===== src/pkg/fspc_pkg.sv =====
/*
  Shared constants for the flash self-programming controller: control/status
  register layout and offsets, flash geometry, section limits, boot sizes and
  command window and programming time figures.
  Assumes a single core clock at 10 MHz standing in for the calibrated oscillator.
*/
package fspc_pkg;

  // ---------------------------------------------------------------
  // Register placement
  // ---------------------------------------------------------------
  localparam logic [7:0] CSR_DATA_OFS = 8'h57;
  localparam logic [7:0] IO_OFS_DELTA = 8'h20;
  localparam logic [7:0] CSR_IO_OFS = CSR_DATA_OFS - IO_OFS_DELTA;
  localparam logic [7:0] CSR_RESET = 8'h00;

  // ---------------------------------------------------------------
  // Control/status bit positions
  // ---------------------------------------------------------------
  localparam int BIT_ARM = 0;
  localparam int BIT_ERASE = 1;
  localparam int BIT_WRITE = 2;
  localparam int BIT_LOCK = 3;
  localparam int BIT_REEN = 4;
  localparam int BIT_SIG = 5;
  localparam int BIT_BUSY = 6;
  localparam int BIT_IRQ_EN = 7;

  // ---------------------------------------------------------------
  // Flash geometry
  // ---------------------------------------------------------------
  localparam int PC_WIDTH = 13;
  localparam int COUNTER_TOP_BIT = 12;
  localparam int PAGE_WORD_TOP_BIT = 5;
  localparam int WORD_SEL_WIDTH = PAGE_WORD_TOP_BIT + 1;
  localparam int PAGE_SEL_WIDTH = COUNTER_TOP_BIT - PAGE_WORD_TOP_BIT;
  localparam int PTR_WORD_LSB = 1;
  localparam int PTR_PAGE_LSB = PAGE_WORD_TOP_BIT + 2;
  localparam int PTR_PAGE_MSB = COUNTER_TOP_BIT + 1;
  localparam int BYTE_SEL_BIT = 0;

  // ---------------------------------------------------------------
  // Section limits (word addresses, page count) and boot sizes (words)
  // ---------------------------------------------------------------
  localparam logic [12:0] CONC_SECTION_LAST = 13'h1bff;
  localparam logic [12:0] HALT_SECTION_FIRST = 13'h1c00;
  localparam logic [6:0] CONC_SECTION_PAGES = 7'h70;
  localparam logic [12:0] BOOT_START_128 = 13'h1f80;
  localparam logic [12:0] BOOT_START_256 = 13'h1f00;
  localparam logic [12:0] BOOT_START_512 = 13'h1e00;
  localparam logic [12:0] BOOT_START_1024 = 13'h1c00;
  localparam logic [10:0] BOOT_WORDS_128 = 11'h080;
  localparam logic [10:0] BOOT_WORDS_256 = 11'h100;
  localparam logic [10:0] BOOT_WORDS_512 = 11'h200;
  localparam logic [10:0] BOOT_WORDS_1024 = 11'h400;

  // ---------------------------------------------------------------
  // Timing
  // ---------------------------------------------------------------
  localparam int STORE_WINDOW_CYCLES = 4;
  localparam int LOAD_WINDOW_CYCLES = 3;
  localparam int CLK_PERIOD_NS = 100;
  localparam int PROG_TIME_MIN_NS = 3200000;
  localparam int PROG_TIME_MAX_NS = 3400000;
  // Least time rounds up, longest rounds down
  localparam int PROG_CYCLES_MIN = (PROG_TIME_MIN_NS + CLK_PERIOD_NS - 1) / CLK_PERIOD_NS;
  localparam int PROG_CYCLES_MAX = PROG_TIME_MAX_NS / CLK_PERIOD_NS;

  typedef enum logic [1:0] {
    FSPC_OP_IDLE = 2'b00,
    FSPC_OP_ERASE = 2'b01,
    FSPC_OP_WRITE = 2'b10,
    FSPC_OP_LOCK = 2'b11
  } fspc_op_t;

endpackage


===== src/rtl/fspc_prog_timer.sv =====
/*
  Programming time counter: one start pulse runs it for CYCLES clocks,
  then a one-cycle done pulse.
  Assumes start is only given while idle.
*/
`timescale 1ns/100ps
module fspc_prog_timer import fspc_pkg::*; #(
  parameter int CYCLES = PROG_CYCLES_MIN
) (
  input wire logic ref_clk,
  input wire logic rst_b,
  input wire logic start,
  output logic busy,
  output logic done
);

  logic [15:0] cnt_ff;
  logic busy_ff;
  logic done_ff;

  always_ff @(posedge ref_clk or negedge rst_b) begin
    if (!rst_b) begin
      cnt_ff <= 16'h0000;
      busy_ff <= 1'b0;
    end else if (start && !busy_ff) begin
      cnt_ff <= 16'(CYCLES - 1);
      busy_ff <= 1'b1;
    end else if (busy_ff) begin
      if (cnt_ff == 16'h0000) begin
        busy_ff <= 1'b0;
      end else begin
        cnt_ff <= cnt_ff - 16'h0001;
      end
    end
  end

  always_ff @(posedge ref_clk or negedge rst_b) begin
    if (!rst_b) begin
      done_ff <= 1'b0;
    end else begin
      done_ff <= busy_ff && (cnt_ff == 16'h0000);
    end
  end

  assign busy = busy_ff;
  assign done = done_ff;

endmodule


===== src/rtl/fspc_section_map.sv =====
/*
  Address decode for self-programming: boot section start and size from the
  boot size fuse, and which section a page belongs to.
  Assumes the fuse is static while the block runs.
*/
`timescale 1ns/100ps
module fspc_section_map import fspc_pkg::*; (
  input wire logic [1:0] boot_size_fuse,
  input wire logic [PAGE_SEL_WIDTH-1:0] page_sel,
  output logic [12:0] boot_start_addr,
  output logic [10:0] boot_words,
  output logic page_in_conc
);

  always_comb begin
    unique case (boot_size_fuse)
      2'b11: begin
        boot_start_addr = BOOT_START_128;
        boot_words = BOOT_WORDS_128;
      end
      2'b10: begin
        boot_start_addr = BOOT_START_256;
        boot_words = BOOT_WORDS_256;
      end
      2'b01: begin
        boot_start_addr = BOOT_START_512;
        boot_words = BOOT_WORDS_512;
      end
      2'b00: begin
        boot_start_addr = BOOT_START_1024;
        boot_words = BOOT_WORDS_1024;
      end
    endcase
  end

  // Pages below the halting section limit may be read while programming
  assign page_in_conc = ({page_sel, 6'h00} <= CONC_SECTION_LAST);

endmodule


===== src/rtl/fspc_top.sv =====
/*
  Flash self-programming controller: control/status register, armed command
  window, page buffer fill, page erase and write, lock programming, special
  loads, concurrent section busy tracking and the ready interrupt request.
  Assumes the core gives one-cycle store/load request pulses with pointer and
  data stable in that cycle, and a flash array that obeys the start pulses.
*/
// How it works
// - Boot size fuse picks boot section size and start address.
// - Words 0x0000-0x1BFF read while writing; 0x1C00-0x1FFF halt the core.
// - Pointer bits 6..1 select the word within a 64-word page.
// - Pointer bits 13..7 select the page for erase and write.
// - Pointer bits 15..14 ignored; bit 0 is the load byte select.
// - Register at data offset 0x57, I/O offset 0x37, resets to zero.
// - Ready request stands while enable and global enable set, arm clear.
// - Erase or write to concurrent section sets busy flag, blocks reads.
// - Busy flag clears on re-enable after programming or on buffer load.
// - Signature read arms a load within three cycles; store does nothing.
// - Re-enable store within four cycles frees section, not while busy.
// - Re-enable written during buffer load aborts it and drops the data.
// - Lock set store programs lock bits from low data; bit then clears.
// - Lock set load within three cycles returns lock or fuse bits.
// - Page write store writes the buffer to the pointed page; bit clears.
// - Page erase store erases the pointed page; bit clears.
// - Core halts for the whole operation on the halting section.
// - Arm alone: next store puts data pair into the pointed buffer word.
// - Arm opens a four-cycle store window, clears on store or timeout.
// - Arm stays set through erase, write and lock programming as the busy indication.
// - Low five bits change only for arm alone or arm plus one command.
// - Erase, write and lock programming each take 3.2 to 3.4 ms.
`timescale 1ns/100ps
module fspc_top import fspc_pkg::*; #(
  parameter int PROG_CYCLES = PROG_CYCLES_MIN
) (
  input wire logic ref_clk,
  input wire logic rst_b,
  // Register access from the core
  input wire logic reg_wr_en,
  input wire logic reg_rd_en,
  input wire logic reg_io_space,
  input wire logic [7:0] reg_addr,
  input wire logic [7:0] reg_wr_data,
  output logic [7:0] reg_rd_data,
  // Program memory store/load instructions
  input wire logic store_req,
  input wire logic load_req,
  input wire logic [15:0] ptr,
  input wire logic [7:0] data_lo,
  input wire logic [7:0] data_hi,
  input wire logic global_irq_en,
  input wire logic [1:0] boot_size_fuse,
  output logic load_special,
  output logic [7:0] load_data,
  output logic load_valid,
  output logic ready_irq,
  output logic core_halt,
  output logic conc_read_block,
  output logic [12:0] boot_start_addr,
  output logic [10:0] boot_words,
  // Flash array side
  input wire logic [7:0] lock_bits,
  input wire logic [7:0] fuse_bits,
  input wire logic [7:0] sig_row_byte,
  output logic buf_wr,
  output logic [WORD_SEL_WIDTH-1:0] buf_word_addr,
  output logic [15:0] buf_wr_data,
  output logic buf_discard,
  output logic erase_start,
  output logic write_start,
  output logic [PAGE_SEL_WIDTH-1:0] page_addr,
  output logic lock_start,
  output logic [7:0] lock_wr_data,
  output logic flash_busy
);

  // ---------------------------------------------------------------
  // State
  // ---------------------------------------------------------------
  logic irq_en_ff;
  logic busy_flag_ff;
  logic sig_ff;
  logic reen_ff;
  logic lock_ff;
  logic write_ff;
  logic erase_ff;
  logic arm_ff;
  logic [2:0] win_ff;
  fspc_op_t op_ff;
  logic op_halt_ff;
  logic buf_loaded_ff;
  logic [7:0] rd_data_ff;
  logic load_special_ff;
  logic load_valid_ff;
  logic [7:0] load_data_ff;
  logic buf_wr_ff;
  logic [WORD_SEL_WIDTH-1:0] buf_word_ff;
  logic [15:0] buf_data_ff;
  logic buf_discard_ff;
  logic erase_start_ff;
  logic write_start_ff;
  logic lock_start_ff;
  logic [PAGE_SEL_WIDTH-1:0] page_ff;
  logic [7:0] lock_data_ff;

  // ---------------------------------------------------------------
  // Decode
  // ---------------------------------------------------------------
  logic csr_sel;
  logic csr_wr;
  logic [4:0] low5;
  logic low5_legal;
  logic op_active;
  logic store_ok;
  logic load_ok;
  logic timeout;
  logic timer_start;
  logic timer_busy;
  logic timer_done;
  logic page_in_conc;
  logic [PAGE_SEL_WIDTH-1:0] ptr_page;
  logic [7:0] csr_value;

  assign csr_sel = reg_io_space ? (reg_addr == CSR_IO_OFS) : (reg_addr == CSR_DATA_OFS);
  assign csr_wr = reg_wr_en && csr_sel;
  assign low5 = reg_wr_data[4:0];
  // Arm alone, or arm with exactly one command bit
  assign low5_legal = (low5 == 5'h01) || (low5 == 5'h03) || (low5 == 5'h05)
                      || (low5 == 5'h09) || (low5 == 5'h11);
  assign op_active = (op_ff != FSPC_OP_IDLE);
  // Pointer bits 15..14 never reach the decode
  assign ptr_page = ptr[PTR_PAGE_MSB:PTR_PAGE_LSB];
  assign store_ok = store_req && arm_ff && !op_active && (win_ff != 3'h0);
  assign load_ok = load_req && arm_ff && !op_active
                   && (win_ff > 3'(STORE_WINDOW_CYCLES - LOAD_WINDOW_CYCLES));
  assign timeout = arm_ff && !op_active && (win_ff == 3'h1) && !store_ok;
  assign timer_start = store_ok && (erase_ff || write_ff || lock_ff);

  fspc_section_map u_map (
    .boot_size_fuse,
    .page_sel(ptr_page),
    .boot_start_addr,
    .boot_words,
    .page_in_conc
  );

  fspc_prog_timer #(
    .CYCLES(PROG_CYCLES)
  ) u_timer (
    .ref_clk,
    .rst_b,
    .start(timer_start),
    .busy(timer_busy),
    .done(timer_done)
  );

  // ---------------------------------------------------------------
  // Control/status register
  // ---------------------------------------------------------------
  always_ff @(posedge ref_clk or negedge rst_b) begin
    if (!rst_b) begin
      irq_en_ff <= CSR_RESET[BIT_IRQ_EN];
    end else if (csr_wr) begin
      irq_en_ff <= reg_wr_data[BIT_IRQ_EN];
    end
  end

  // Command bits: software writes are refused while a command is pending
  always_ff @(posedge ref_clk or negedge rst_b) begin
    if (!rst_b) begin
      arm_ff <= CSR_RESET[BIT_ARM];
      erase_ff <= CSR_RESET[BIT_ERASE];
      write_ff <= CSR_RESET[BIT_WRITE];
      lock_ff <= CSR_RESET[BIT_LOCK];
      reen_ff <= CSR_RESET[BIT_REEN];
      sig_ff <= CSR_RESET[BIT_SIG];
    end else if (csr_wr && low5_legal && !arm_ff) begin
      arm_ff <= 1'b1;
      erase_ff <= low5[BIT_ERASE];
      write_ff <= low5[BIT_WRITE];
      lock_ff <= low5[BIT_LOCK];
      reen_ff <= low5[BIT_REEN];
      // Signature read is only accepted on top of arm alone
      sig_ff <= reg_wr_data[BIT_SIG] && (low5 == 5'h01);
    end else if (timer_done || timeout || (store_ok && !timer_start)) begin
      // Timed commands keep arm high until the timer ends
      arm_ff <= 1'b0;
      erase_ff <= 1'b0;
      write_ff <= 1'b0;
      lock_ff <= 1'b0;
      reen_ff <= 1'b0;
      sig_ff <= 1'b0;
    end
  end

  // Store window of four cycles after arming
  always_ff @(posedge ref_clk or negedge rst_b) begin
    if (!rst_b) begin
      win_ff <= 3'h0;
    end else if (csr_wr && low5_legal && !arm_ff) begin
      win_ff <= 3'(STORE_WINDOW_CYCLES);
    end else if (store_ok || timeout) begin
      win_ff <= 3'h0;
    end else if (win_ff != 3'h0) begin
      win_ff <= win_ff - 3'h1;
    end
  end

  // ---------------------------------------------------------------
  // Operation tracking
  // ---------------------------------------------------------------
  always_ff @(posedge ref_clk or negedge rst_b) begin
    if (!rst_b) begin
      op_ff <= FSPC_OP_IDLE;
      op_halt_ff <= 1'b0;
    end else if (timer_start) begin
      op_ff <= erase_ff ? FSPC_OP_ERASE : (write_ff ? FSPC_OP_WRITE : FSPC_OP_LOCK);
      op_halt_ff <= (erase_ff || write_ff) && !page_in_conc;
    end else if (timer_done) begin
      op_ff <= FSPC_OP_IDLE;
      op_halt_ff <= 1'b0;
    end
  end

  // Busy flag: a set by a new operation wins over any clear
  always_ff @(posedge ref_clk or negedge rst_b) begin
    if (!rst_b) begin
      busy_flag_ff <= CSR_RESET[BIT_BUSY];
    end else if (timer_start && (erase_ff || write_ff) && page_in_conc) begin
      busy_flag_ff <= 1'b1;
    end else if (store_ok && reen_ff) begin
      busy_flag_ff <= 1'b0;
    end else if (store_ok && !erase_ff && !write_ff && !lock_ff && !reen_ff && !sig_ff) begin
      busy_flag_ff <= 1'b0;
    end
  end

  // Buffer holds data from the first fill until a page write or discard
  always_ff @(posedge ref_clk or negedge rst_b) begin
    if (!rst_b) begin
      buf_loaded_ff <= 1'b0;
    end else if (store_ok && !erase_ff && !write_ff && !lock_ff && !reen_ff && !sig_ff) begin
      buf_loaded_ff <= 1'b1;
    end else if ((timer_start && write_ff) || buf_discard_ff) begin
      buf_loaded_ff <= 1'b0;
    end
  end

  // ---------------------------------------------------------------
  // Flash side strobes
  // ---------------------------------------------------------------
  always_ff @(posedge ref_clk or negedge rst_b) begin
    if (!rst_b) begin
      buf_wr_ff <= 1'b0;
      buf_word_ff <= '0;
      buf_data_ff <= 16'h0000;
    end else begin
      buf_wr_ff <= store_ok && !erase_ff && !write_ff && !lock_ff && !reen_ff && !sig_ff;
      if (store_ok) begin
        buf_word_ff <= ptr[WORD_SEL_WIDTH:PTR_WORD_LSB];
        buf_data_ff <= {data_hi, data_lo};
      end
    end
  end

  // A legal re-enable write during buffer fill drops the buffered words
  always_ff @(posedge ref_clk or negedge rst_b) begin
    if (!rst_b) begin
      buf_discard_ff <= 1'b0;
    end else begin
      buf_discard_ff <= csr_wr && !arm_ff && low5_legal && low5[BIT_REEN] && buf_loaded_ff;
    end
  end

  always_ff @(posedge ref_clk or negedge rst_b) begin
    if (!rst_b) begin
      erase_start_ff <= 1'b0;
      write_start_ff <= 1'b0;
      lock_start_ff <= 1'b0;
      page_ff <= '0;
      lock_data_ff <= 8'h00;
    end else begin
      erase_start_ff <= timer_start && erase_ff;
      write_start_ff <= timer_start && write_ff;
      lock_start_ff <= timer_start && lock_ff;
      if (timer_start && (erase_ff || write_ff)) begin
        page_ff <= ptr_page;
      end
      if (timer_start && lock_ff) begin
        lock_data_ff <= data_lo;
      end
    end
  end

  // ---------------------------------------------------------------
  // Special loads
  // ---------------------------------------------------------------
  always_ff @(posedge ref_clk or negedge rst_b) begin
    if (!rst_b) begin
      load_special_ff <= 1'b0;
      load_valid_ff <= 1'b0;
      load_data_ff <= 8'h00;
    end else begin
      load_valid_ff <= load_req;
      load_special_ff <= load_ok && (sig_ff || lock_ff);
      if (load_ok && sig_ff) begin
        load_data_ff <= sig_row_byte;
      end else if (load_ok && lock_ff) begin
        load_data_ff <= ptr[BYTE_SEL_BIT] ? fuse_bits : lock_bits;
      end
    end
  end

  // ---------------------------------------------------------------
  // Register read
  // ---------------------------------------------------------------
  assign csr_value = {irq_en_ff, busy_flag_ff, sig_ff, reen_ff, lock_ff, write_ff, erase_ff, arm_ff};

  // Unselected reads return zero so other registers can be or-ed in
  always_ff @(posedge ref_clk or negedge rst_b) begin
    if (!rst_b) begin
      rd_data_ff <= 8'h00;
    end else begin
      rd_data_ff <= (reg_rd_en && csr_sel) ? csr_value : 8'h00;
    end
  end

  // ---------------------------------------------------------------
  // Outputs
  // ---------------------------------------------------------------
  assign reg_rd_data = rd_data_ff;
  assign ready_irq = irq_en_ff && global_irq_en && !arm_ff;
  assign core_halt = op_halt_ff;
  assign conc_read_block = busy_flag_ff;
  assign load_special = load_special_ff;
  assign load_data = load_data_ff;
  assign load_valid = load_valid_ff;
  assign buf_wr = buf_wr_ff;
  assign buf_word_addr = buf_word_ff;
  assign buf_wr_data = buf_data_ff;
  assign buf_discard = buf_discard_ff;
  assign erase_start = erase_start_ff;
  assign write_start = write_start_ff;
  assign lock_start = lock_start_ff;
  assign page_addr = page_ff;
  assign lock_wr_data = lock_data_ff;
  assign flash_busy = timer_busy;

endmodule


===== config.mk =====
export PLATFORM = sky130hd
export DESIGN_NAME = fspc_top
export DESIGN_NICKNAME = d
export VERILOG_FILES = /design/src/pkg/fspc_pkg.sv /design/src/rtl/fspc_prog_timer.sv /design/src/rtl/fspc_section_map.sv /design/src/rtl/fspc_top.sv
export SDC_FILE = /design/constraint.sdc
export NUM_CORES = 1
export LEC_CHECK = 0
export ABC_AREA = 1
export BUFFER_PORTS_ARGS = -buffer_cell sky130_fd_sc_hd__buf_2
export CAP_MARGIN = 20
export CELL_PAD_IN_SITES_DETAIL_PLACEMENT = 1
export CELL_PAD_IN_SITES_GLOBAL_PLACEMENT = 2
export CORE_UTILIZATION = 25
export CTS_CLUSTER_DIAMETER = 30
export DETAILED_ROUTE_END_ITERATION = 7
export PLACE_DENSITY_LB_ADDON = 0.1
export SYNTH_ARGS = -nofsm -noshare
export SYNTH_HDL_FRONTEND = slang
export SYNTH_SLANG_ARGS = --single-unit

===== constraint.sdc =====
create_clock -name ref_clk -period 1.5 [get_ports ref_clk]
set_clock_uncertainty 0.1 [all_clocks]
set_input_delay 0.225 -clock ref_clk [delete_from_list [all_inputs] [get_ports ref_clk]]
set_output_delay 0.225 -clock ref_clk [all_outputs]
set_load 0.01 [all_outputs]

### Word-level counts from Yosys, hierarchy flattened

Cells that the tools add are included.

| word-level totals | value |
|---|---|
| register bits after elaboration | 93 |
| latch bits | 0 |
| bits in writable memories | 0 |
| ROM bits | 0 |
| input bits | 82 |
| output and inout bits | 88 |
| word-level logic and storage cells | 151 |
| memories | 0 |

| operators by class | value |
|---|---|
| add/subtract/negate cells | 2 |
| $mul | 0 |
| divide/modulo/power cells | 0 |
| $lt $le $gt $ge | 2 |
| eq/ne operators | 12 |
| shift-type cells | 0 |
| mux-type cells | 34 |
| bitwise gates (word level) | 0 |
| reductions and logical operators | 73 |

Operator list:

| cell | number |
|---|---|
| 13-bit one-hot mux with 4 select lines | 1 |
| 16-bit 2-to-1 mux | 3 |
| 11-bit one-hot mux with 4 select lines | 1 |
| 1-bit logical AND | 39 |
| 8-bit 2-to-1 mux | 4 |
| 1-bit 2-to-1 mux | 19 |
| 16-bit zero test | 1 |
| 16-bit by 1-bit subtractor with 16-bit output, second input constant | 1 |
| 13-bit <= comparator, second input constant | 1 |
| 2-bit nonzero test | 6 |
| 1-bit zero test | 11 |
| 1-bit logical OR | 11 |
| 3-bit 2-to-1 mux | 3 |
| 3-bit nonzero test | 3 |
| 8-bit by 6-bit equality test with 1-bit output, second input constant | 1 |
| 8-bit by 7-bit equality test with 1-bit output, second input constant | 1 |
| 2-bit 2-to-1 mux | 3 |
| 5-bit by 1-bit equality test with 1-bit output, second input constant | 1 |
| 5-bit by 2-bit equality test with 1-bit output, second input constant | 1 |
| 5-bit by 3-bit equality test with 1-bit output, second input constant | 1 |
| 5-bit by 4-bit equality test with 1-bit output, second input constant | 1 |
| 5-bit equality test, second input constant | 1 |
| 2-bit equality test, second input constant | 2 |
| 3-bit by 1-bit equality test with 1-bit output, second input constant | 1 |
| other kinds (6) | 6 |

### Depth between registers and ports, before layout

Gate-level depths: netlist of run 1.

| logic depth | value |
|---|---|
| word-level depth | 12 |
| mapped depth | 10 |
| gate-level depth less buffers | 10 |

### Cells and area by module

From an unflattened synthesis of run 1, not the netlist that was laid out.

| second synthesis, totals | value |
|---|---|
| cells, all modules | 583 |
| area, all modules | 4800.9 µm² |

By module, submodules not included:

| module | times used | cells each | area an instance (µm²) | seq. area each (µm²) |
|---|---|---|---|---|
| fspc_top | 1 | 385 | 3368.2 | 1876.8 |
| fspc_prog_timer | 1 | 168 | 1251.2 | 450.4 |
| fspc_section_map | 1 | 30 | 181.4 | 0.0 |

### Worst setup path after synthesis of run 1

OpenSTA, ideal clock, no wires.

| timing path | value |
|---|---|
| path kind | flip-flop to flip-flop |
| from | register win_ff[0] |
| to | register u_timer.cnt_ff[15] |
| setup time | 0.118 ns |
| data arrival time | 1.410 ns |
| required time | 1.282 ns |
| setup slack | -0.128 ns |
| stages on the path, launching flop included | 10 |
| buffers on the path | 1 |
| period minus slack after synthesis | 1.628 ns |
| cell sequence | dfrtp_1 > inv_1 > ha_1 > nand2_4 > nand2_2 > nor2_8 > nand3_4 > buf_6 > nand4_1 > nand2_1 |

| on the way | value |
|---|---|
| cells in the longest elaborated chain, start to end | 6 |
| elaborated cells between the ends (all ways) | 8 |
| classes of those cells | 1 x eq/ne; 1 x mux; 6 x reduce/logical |

RTL lines:

| item | line | text |
|---|---|---|
| start: declaration | fspc_top.sv:87 | `logic [2:0] win_ff;` |
| start signal: assignment | fspc_top.sv:200 | `win_ff <= 3'(STORE_WINDOW_CYCLES);` |
| start signal: assignment | fspc_top.sv:204 | `win_ff <= win_ff - 3'h1;` |
| 3-bit nonzero test (*) | fspc_top.sv:132 | `assign store_ok = store_req && arm_ff && !op_active && (win_ff != 3'h0);` |
| 1-bit logical AND (*) | fspc_top.sv:132 |  |
| 1-bit logical AND (*) | fspc_top.sv:136 | `assign timer_start = store_ok && (erase_ff \|\| write_ff \|\| lock_ff);` |
| 1-bit logical AND (*) | fspc_prog_timer.sv:25 | `end else if (start && !busy_ff) begin` |
| 2-bit by 1-bit inequality test with 1-bit output (no line) / 2-bit nonzero test (equally long branches) | n/a |  |
| 2-bit AND reduction (no line) | n/a |  |
| end signal: assignment | fspc_prog_timer.sv:26 | `cnt_ff <= 16'(CYCLES - 1);` |
| end signal: assignment | fspc_prog_timer.sv:32 | `cnt_ff <= cnt_ff - 16'h0001;` |
| end: declaration | fspc_prog_timer.sv:17 | `logic [15:0] cnt_ff;` |

Mark *: on every way between the ends. The rest lies on a longest branch, timed or not.
A chain may end at the register's enable or synchronous reset.

### Worst setup path after layout of run 1

Ends and elaborated chain as after synthesis.

==> results of run 1 <==
==> cells in the final DEF, fill, tap and decap left out, types with 13 or more instances in the layout <==
master | Yosys | routed
dfrtp_1 | 93 | 91
o21ai_0 | 38 | 13
conb_1 | 2 | 17
nand2_2 | 2 | 24
inv_1 | 63 | 57
dlygate4sd3_1 | 0 | 18
buf_4 | 18 | 59
o21ai_1 | 0 | 16
nand3_1 | 35 | 19
nand3_2 | 1 | 16
nor2_1 | 79 | 64
nand2_1 | 177 | 149
clkbuf_16 | 0 | 13
buf_2 | 3 | 147
==> repair_timing <==
item                                    4_1_cts  5_1_grt
hold buffers                                 18        0
setup buffers                                 8        6
cloned                                        1        5
pin swaps                                    19       19
endpoints found under the setup margin       57       79
gates resized for setup                      61       84
hold endpoints to repair                     34        0
==> path summary, 6_finish.rpt <==
path | to | slack, ns | depth (start not counted)
worst max-delay path | u_timer.cnt_ff[15] | -0.1 | 9
worst min-delay path | page_addr[0] | 0.009 | 3
worst max register to register | u_timer.cnt_ff[15] | -0.1 | 9
worst min register to register | buf_wr_data[15] | 0.37 | 2
max in group asynchronous | load_data[7] | 0.55 | 3
min in group asynchronous | erase_ff | 0.24 | 2
==> synth_stat cells, types with 2 or more instances <==
library cell / n
xor2_1: 2
nand2_1: 177
nand3b_1: 5
conb_1: 2
mux2i_1: 8
nor3_1: 2
nand4_1: 2
nand2_2: 2
nand2_4: 5
a21oi_1: 4
ha_1: 5
buf_2: 3
nand3_1: 35
clkbuf_1: 4
nor2_4: 2
buf_4: 18
dfrtp_1: 93
nor2_1: 79
buf_6: 3
o21ai_0: 38
inv_1: 63
nor2_2: 4
==> through the flow <==
stage                     setup WS [ns]  setup TNS [ns]  utilization (%)  instances  hold slack [ns]
after floorplan                 -0.0447          -0.240                -        586           -0.171
after global placement           -0.168           -3.78             33.4        997           0.0743
after detailed placement         -0.248           -5.83             33.4        997           0.0789
after CTS                       -0.0901           -2.55             37.5       1040          0.00199
after global routing             -0.174           -7.43             39.8       1049          0.00737
final                           -0.0968           -2.52             39.8       1049          0.00864
==> worst max-delay path, delay by kind of cell (launching register included) <==
kind	cells	cell delay, ns
simple gates	6	0.57
flops	1	0.41
buf+inv	2	0.25
fa+ha+maj	1	0.17
==> routing by layer <==
metal / GRT usage [%] / up-vias / wire, um
met1: 19.9 / 2153 / 6770
met5: 0 / - / 0
li1: - / 2228 / -
met2: 25.8 / 100 / 7340
met4: 4.41 / 0 / 212
met3: 4.16 / 10 / 794
==> flip-flops by register name (all words and copies together), names as in the netlist, 2 cells and up <==
| signal | cells |
|---|---|
| buf_wr_data | 16 |
| u_timer.cnt_ff | 16 |
| load_data | 8 |
| lock_wr_data | 8 |
| reg_rd_data | 8 |
| page_addr | 7 |
| buf_word_addr | 6 |
| win_ff | 3 |
| op_ff | 2 |
==> power groups by stage <==
stage	Combinational, mW	Clock (mW)	Sequential (mW)
final	1.02	2.37	2.60
after global routing	1.13	2.54	2.61
after CTS	0.901	2.45	2.59
after detailed placement	0.779	0	2.64
after global placement	0.747	0	2.64
after floorplan	0.442	0	2.64
==> final cells by class <==
| cell class | count | share of cell area [%] |
|---|---|---|
| inverter | 64 | 3.49 |
| clock buffer | 10 | 3.19 |
| tap | 229 | 4.00 |
| clock inverter | 6 | 1.01 |
| sequential | 93 | 32.5 |
| multi-input combinational | 401 | 31.8 |
| timing repair buffer | 246 | 24.0 |
==> cell families (layout without fill, tap and decap cells) <==
logic type,count (synthesis),in the layout,synth area share [%]
AOI/OAI and AO/OA,46,47,5.40
adders and majority gates,5,5,1.36
xor gates and xnor gates,3,3,0.570
muxes,8,8,1.74
and+or+nand+nor,321,321,30.6
DFF,93,93,50.5
buffers and inverters,93,326,9.66
other,2,17,0.163
==> flow_summary.toml, run 1 <==
[global_route]
grt_pass1_wl_mm = 22.5
antenna_found_initial = 0
grt_pass1_vias = 4514
grt_usage_pct = 15.6
grt_max_degree = 29
grt_overflow = 0

[logic_synthesis]
netlist_top_cells_area = "dfrtp_1 (50%), nand2_1 (14%), nor2_1 (6.4%)"
postSynthCellCount = 571
syn_area_per_cell_um2 = 8.07
yosysTopAreaCell = "dfrtp_1"
yosysWarnings = 0
synthDistinctLibCells = 37
synth_edf_count = 0
ys_ff_latch = 93
ys_dominant_reg_cell = "dfrtp_1"
synth_top_area_share_pct = 50.5
ys_async_sr_fraction_pct = 100
synthesis.area_um2 = 4610
yosysSeqAreaShare_pct = 50.5

[power]
power_mw = 6.00
swShare_pct = 27.2
peakVddDrop_v = 0.000684
p_comb_share_pct = 17.1
p_sw_mw = 1.63
seqPwrFrac_pct = 43.4
powerDensity_nw_per_um2 = 836
p_int_mw = 4.36
clock_power_share_pct = 39.5
p_leak_nw = 3.95

[floorplan]
fp.dieArea_um2 = 19000
io_pins = 170
initial_core_util_pct = 25.6
die_x_um = 138
coreArea_um2 = 18000
dieHeight_um = 138
rows = 49

[placed_design]
gp_congestion = 0.757
hpwl_mm = 11.0
port_buffers = 149
place_area_um2 = 6020

[critical_path]
slowest_stage = "dfrtp_2"
startpoint = "win_ff[0]"
worstPathMaxFanout = 7
path_class = "reg2reg"
crit_required_ns = 1.64
cp-end-kind = "flop"
startpoint_type = "flop"
cpPeakStageDelay_ns = 0.41
arrival_ns = 1.73
crit_chain = "inv_2 -> ha_4 -> nand2_4 -> nand2_4 -> nor2_8 -> nand3_4 -> buf_8 -> nand4_1 -> nand2_1"
cpMostUsedCell = "nand2_4"
r2r_start = "win_ff[0]"

[cts]
cts_tree = "yes"
htreeDepth = 3
cts_buffer_depth = 2
cts_made_buffers = 9
clock_latency_ns = 0.35
clock_sinks = 93
cts.clk_slew.worst_paths_ns = 0.08
root_buffer = "clkbuf_16"

[cells_and_area]
regArea_um2 = 2330
fin_nets = 902
stdcell_area_um2 = 7170
n_antenna_cell = 0
area_growth_pct = 55.5
fill_cells = 2212
multiInputGateArea_um2 = 2280
final_layout_size_suffix_gt1_share_pct = 42.3

[timing]
slew_violations = 0
period_needed_ns = 1.60
fin_crit_sh_pct = 106
setup_viol = 50
hold_viol_final = 0
fmax_ghz = 0.626
worst_slack_ns = -0.0968
rsz0062_at_grt = "true"

[detailed_routing]
ant_nets = 0
route.detailed.drc = 0
vias = 4491
wl_per_cell_um = 14.4
first_pass_iters = 6
wirelength_mm = 15.1
via_per_inst = 4.28
drt_iter0_drc = 124

[hold_path]
hp-start = "ptr[7]"
hp-class = "in2reg"

[outcome]
status = "finished, violations left"
violations = "setup timing"

[job]
drv_cap = 0
(Power assumes the default switching activity.)
==> inputs of run 2 (changes only) <==
--- a/config.mk
+++ b/config.mk
@@ -5,12 +5,11 @@
 export SDC_FILE = /design/constraint.sdc
 export NUM_CORES = 1
 export LEC_CHECK = 0
-export ABC_AREA = 1
 export BUFFER_PORTS_ARGS = -buffer_cell sky130_fd_sc_hd__buf_2
 export CAP_MARGIN = 20
 export CELL_PAD_IN_SITES_DETAIL_PLACEMENT = 1
 export CELL_PAD_IN_SITES_GLOBAL_PLACEMENT = 2
-export CORE_UTILIZATION = 25
+export CORE_UTILIZATION = 26
 export CTS_CLUSTER_DIAMETER = 30
 export DETAILED_ROUTE_END_ITERATION = 7
 export PLACE_DENSITY_LB_ADDON = 0.1
==> run 2 against run 1 <==
The run still ends with setup timing left. Critical path type unchanged. Critical endpoint is now u_timer.cnt_ff[11]. Sequential share of layout area is 3.3 points lower. Setup slack worse by 0.53 ns. Maximum frequency is 25% lower. Register-to-register slack worse by 0.53 ns. Largest power group unchanged. Critical path depth is 3 lower. Global-route usage is 3.2 points higher. Area after synthesis is 3.2% lower.
==> flow_summary.toml, run 2 <==
[logic_synthesis]
ys_dominant_reg_cell = "dfrtp_1"
synth_edf_count = 0
postSynthCellCount = 443
synthDistinctLibCells = 56
synth_top_area_share_pct = 52.2
ys_top_cells_by_count = "dfrtp_1 (93), nand2_1 (86), buf_4 (18), nor2_1 (17)"
post-synth-top-count-cell = "dfrtp_1"
netlist_top_cells_area = "dfrtp_1 (52%), nand2_1 (7.2%), mux2_2 (4.0%)"
synthesis.area_um2 = 4460
yosysSeqAreaShare_pct = 52.2
syn_area_per_cell_um2 = 10.1
ys_ff_latch = 93
ys_async_sr_fraction_pct = 100
yosysTopAreaCell = "dfrtp_1"
yosysWarnings = 0

[critical_path]
crit_required_ns = 1.63
cp-end-kind = "flop"
path_class = "reg2reg"
startpoint_type = "flop"
arrival_ns = 2.26
worstPathMaxFanout = 7

[global_route]
grt_max_degree = 44
use_met2_pct = 34.1
grt_util_met3_pct = 2.49
grt_pass1_wl_mm = 25.8
antenna_found_initial = 0
grtUsageMet1_pct = 22.2
grt_overflow = 0
grt_usage_pct = 18.8
grt-busiest-layer = "met2"
grt_pass1_vias = 4852

[cells_and_area]
layout_common_cells = "buf_2 (148), dfrtp_1 (92), buf_4 (69), nand2_1 (30), nand2_2 (30)"
area_growth_pct = 78.8
final_layout_size_suffix_gt1_share_pct = 61.3
n_antenna_cell = 0
finish.utilization_pct = 47.9
fin_nets = 800
final_cell_count_no_fill = 938
layout_commonest_cell = "buf_2"

[floorplan]
coreArea_um2 = 16600
dieHeight_um = 133
rows = 47
initial_core_util_pct = 26.8
io_pins = 170
fp.dieArea_um2 = 17700
die_x_um = 133

[detailed_routing]
route.detailed.drc = 0
drt_iter0_drc = 106
wl_per_cell_um = 17.6
vias = 4354
ant_nets = 0
via_per_inst = 4.64
first_pass_iters = 4
wirelength_mm = 16.5

[power]
peakVddDrop_v = 0.000542
p_leak_nw = 4.13
powerDensity_nw_per_um2 = 776
power_mw = 6.19

[timing]
fmax_ghz = 0.470
worst_slack_ns = -0.626
hold_viol_final = 0
fin_hold_ws_ns = 0.0119
rsz0062_at_grt = "true"
setup_viol = 79
period_needed_ns = 2.13
slew_violations = 0
fin_crit_sh_pct = 142

[placed_design]
port_buffers = 149
hpwl_mm = 10.6
dp_slack_ns = -0.619
gp_congestion = 0.762
dp_cells = 868

[outcome]
status = "finished, violations left"
violations = "setup timing"

[cts]
htreeDepth = 3
cts.clk_slew.worst_paths_ns = 0.07
cts_tree = "yes"
clock_latency_ns = 0.35
root_buffer = "clkbuf_16"
cts_made_buffers = 9
cts_buffer_depth = 2
clock_sinks = 93

[hold_path]
hp-class = "in2reg"

[job]
drv_cap = 0
[run 2: final timing paths]
path	from	end	slack [ns]	depth (start not counted)
setup / recovery	u_timer.cnt_ff[1]	u_timer.cnt_ff[11]	-0.63	6
max in group asynchronous	rst_b	win_ff[0]	0.64	3
min in group asynchronous	rst_b	load_data[2]	0.17	2
hold reg to reg	buf_word_addr[4]	buf_word_addr[4]	0.38	2
setup reg to reg	u_timer.cnt_ff[1]	u_timer.cnt_ff[11]	-0.63	6
hold / removal	ptr[8]	page_addr[1]	0.01	2
[run 2: power by group]
group          total [mW]  switching, mW  internal (mW)
Combinational        1.18          0.530          0.648
Clock                2.41           1.06           1.35
Sequential           2.61         0.0470           2.56
Total                6.19           1.63           4.56
[run 2: what timing repair did]
action | CTS | global route
hold buffers | 27 | 0
cloned | 6 | 2
pin swaps | 70 | 32
endpoints found under the hold margin | 119 | 0
gates resized for setup | 127 | 74
setup buffers | 17 | 9
setup endpoints to repair | 82 | 81
[run 2: critical path, cell delays in order, from the launching register on]
cell and delay, ns:
dfrtp_1 0.40, inv_2 0.09, ha_4 0.13, or3b_4 0.39, or4_4 0.62, nor4b_4 0.17, mux2i_1 0.11
[run 2: layer usage]
metal	vias up	wire (um)	share of wire [%]
met2	101	8840	54
met3	24	497	3.0
met4	0	380	2.3
li1	2065	-	-
met1	2164	6780	41
met5	-	0	0
[run 2: cell families after synthesis]
logic type,Yosys count,share of synthesized area [%]
simple gates,190,21.5
other cells,2,0.168
buf+inv,54,6.17
flops,93,52.2
xor+xnor,1,0.196
mux,28,6.73
fa+ha+maj,6,1.63
compound gates,69,11.4
[run 2: final cells by class]
cell class	instances	area, um^2
fill	1822	8670
inverter	16	60.1
clock buffer	10	239
sequential	93	2330
clock inverter	6	71.3
timing repair buffer	281	2110
tap	220	275
multi-input combinational	312	2900
[run 2: per-stage QoR]
| stage | setup TNS, ns | area, um^2 |
|---|---|---|
| 4_1_cts | -18.63 | 7610 |
| 3_5_place_dp | -31.62 | 6260 |
| 3_3_place_gp | -28.08 | 6260 |
| 2_1_floorplan | -15.03 | 4920 |
| 5_1_grt | -24.59 | 7980 |
| 6_report | -20.31 | 7980 |
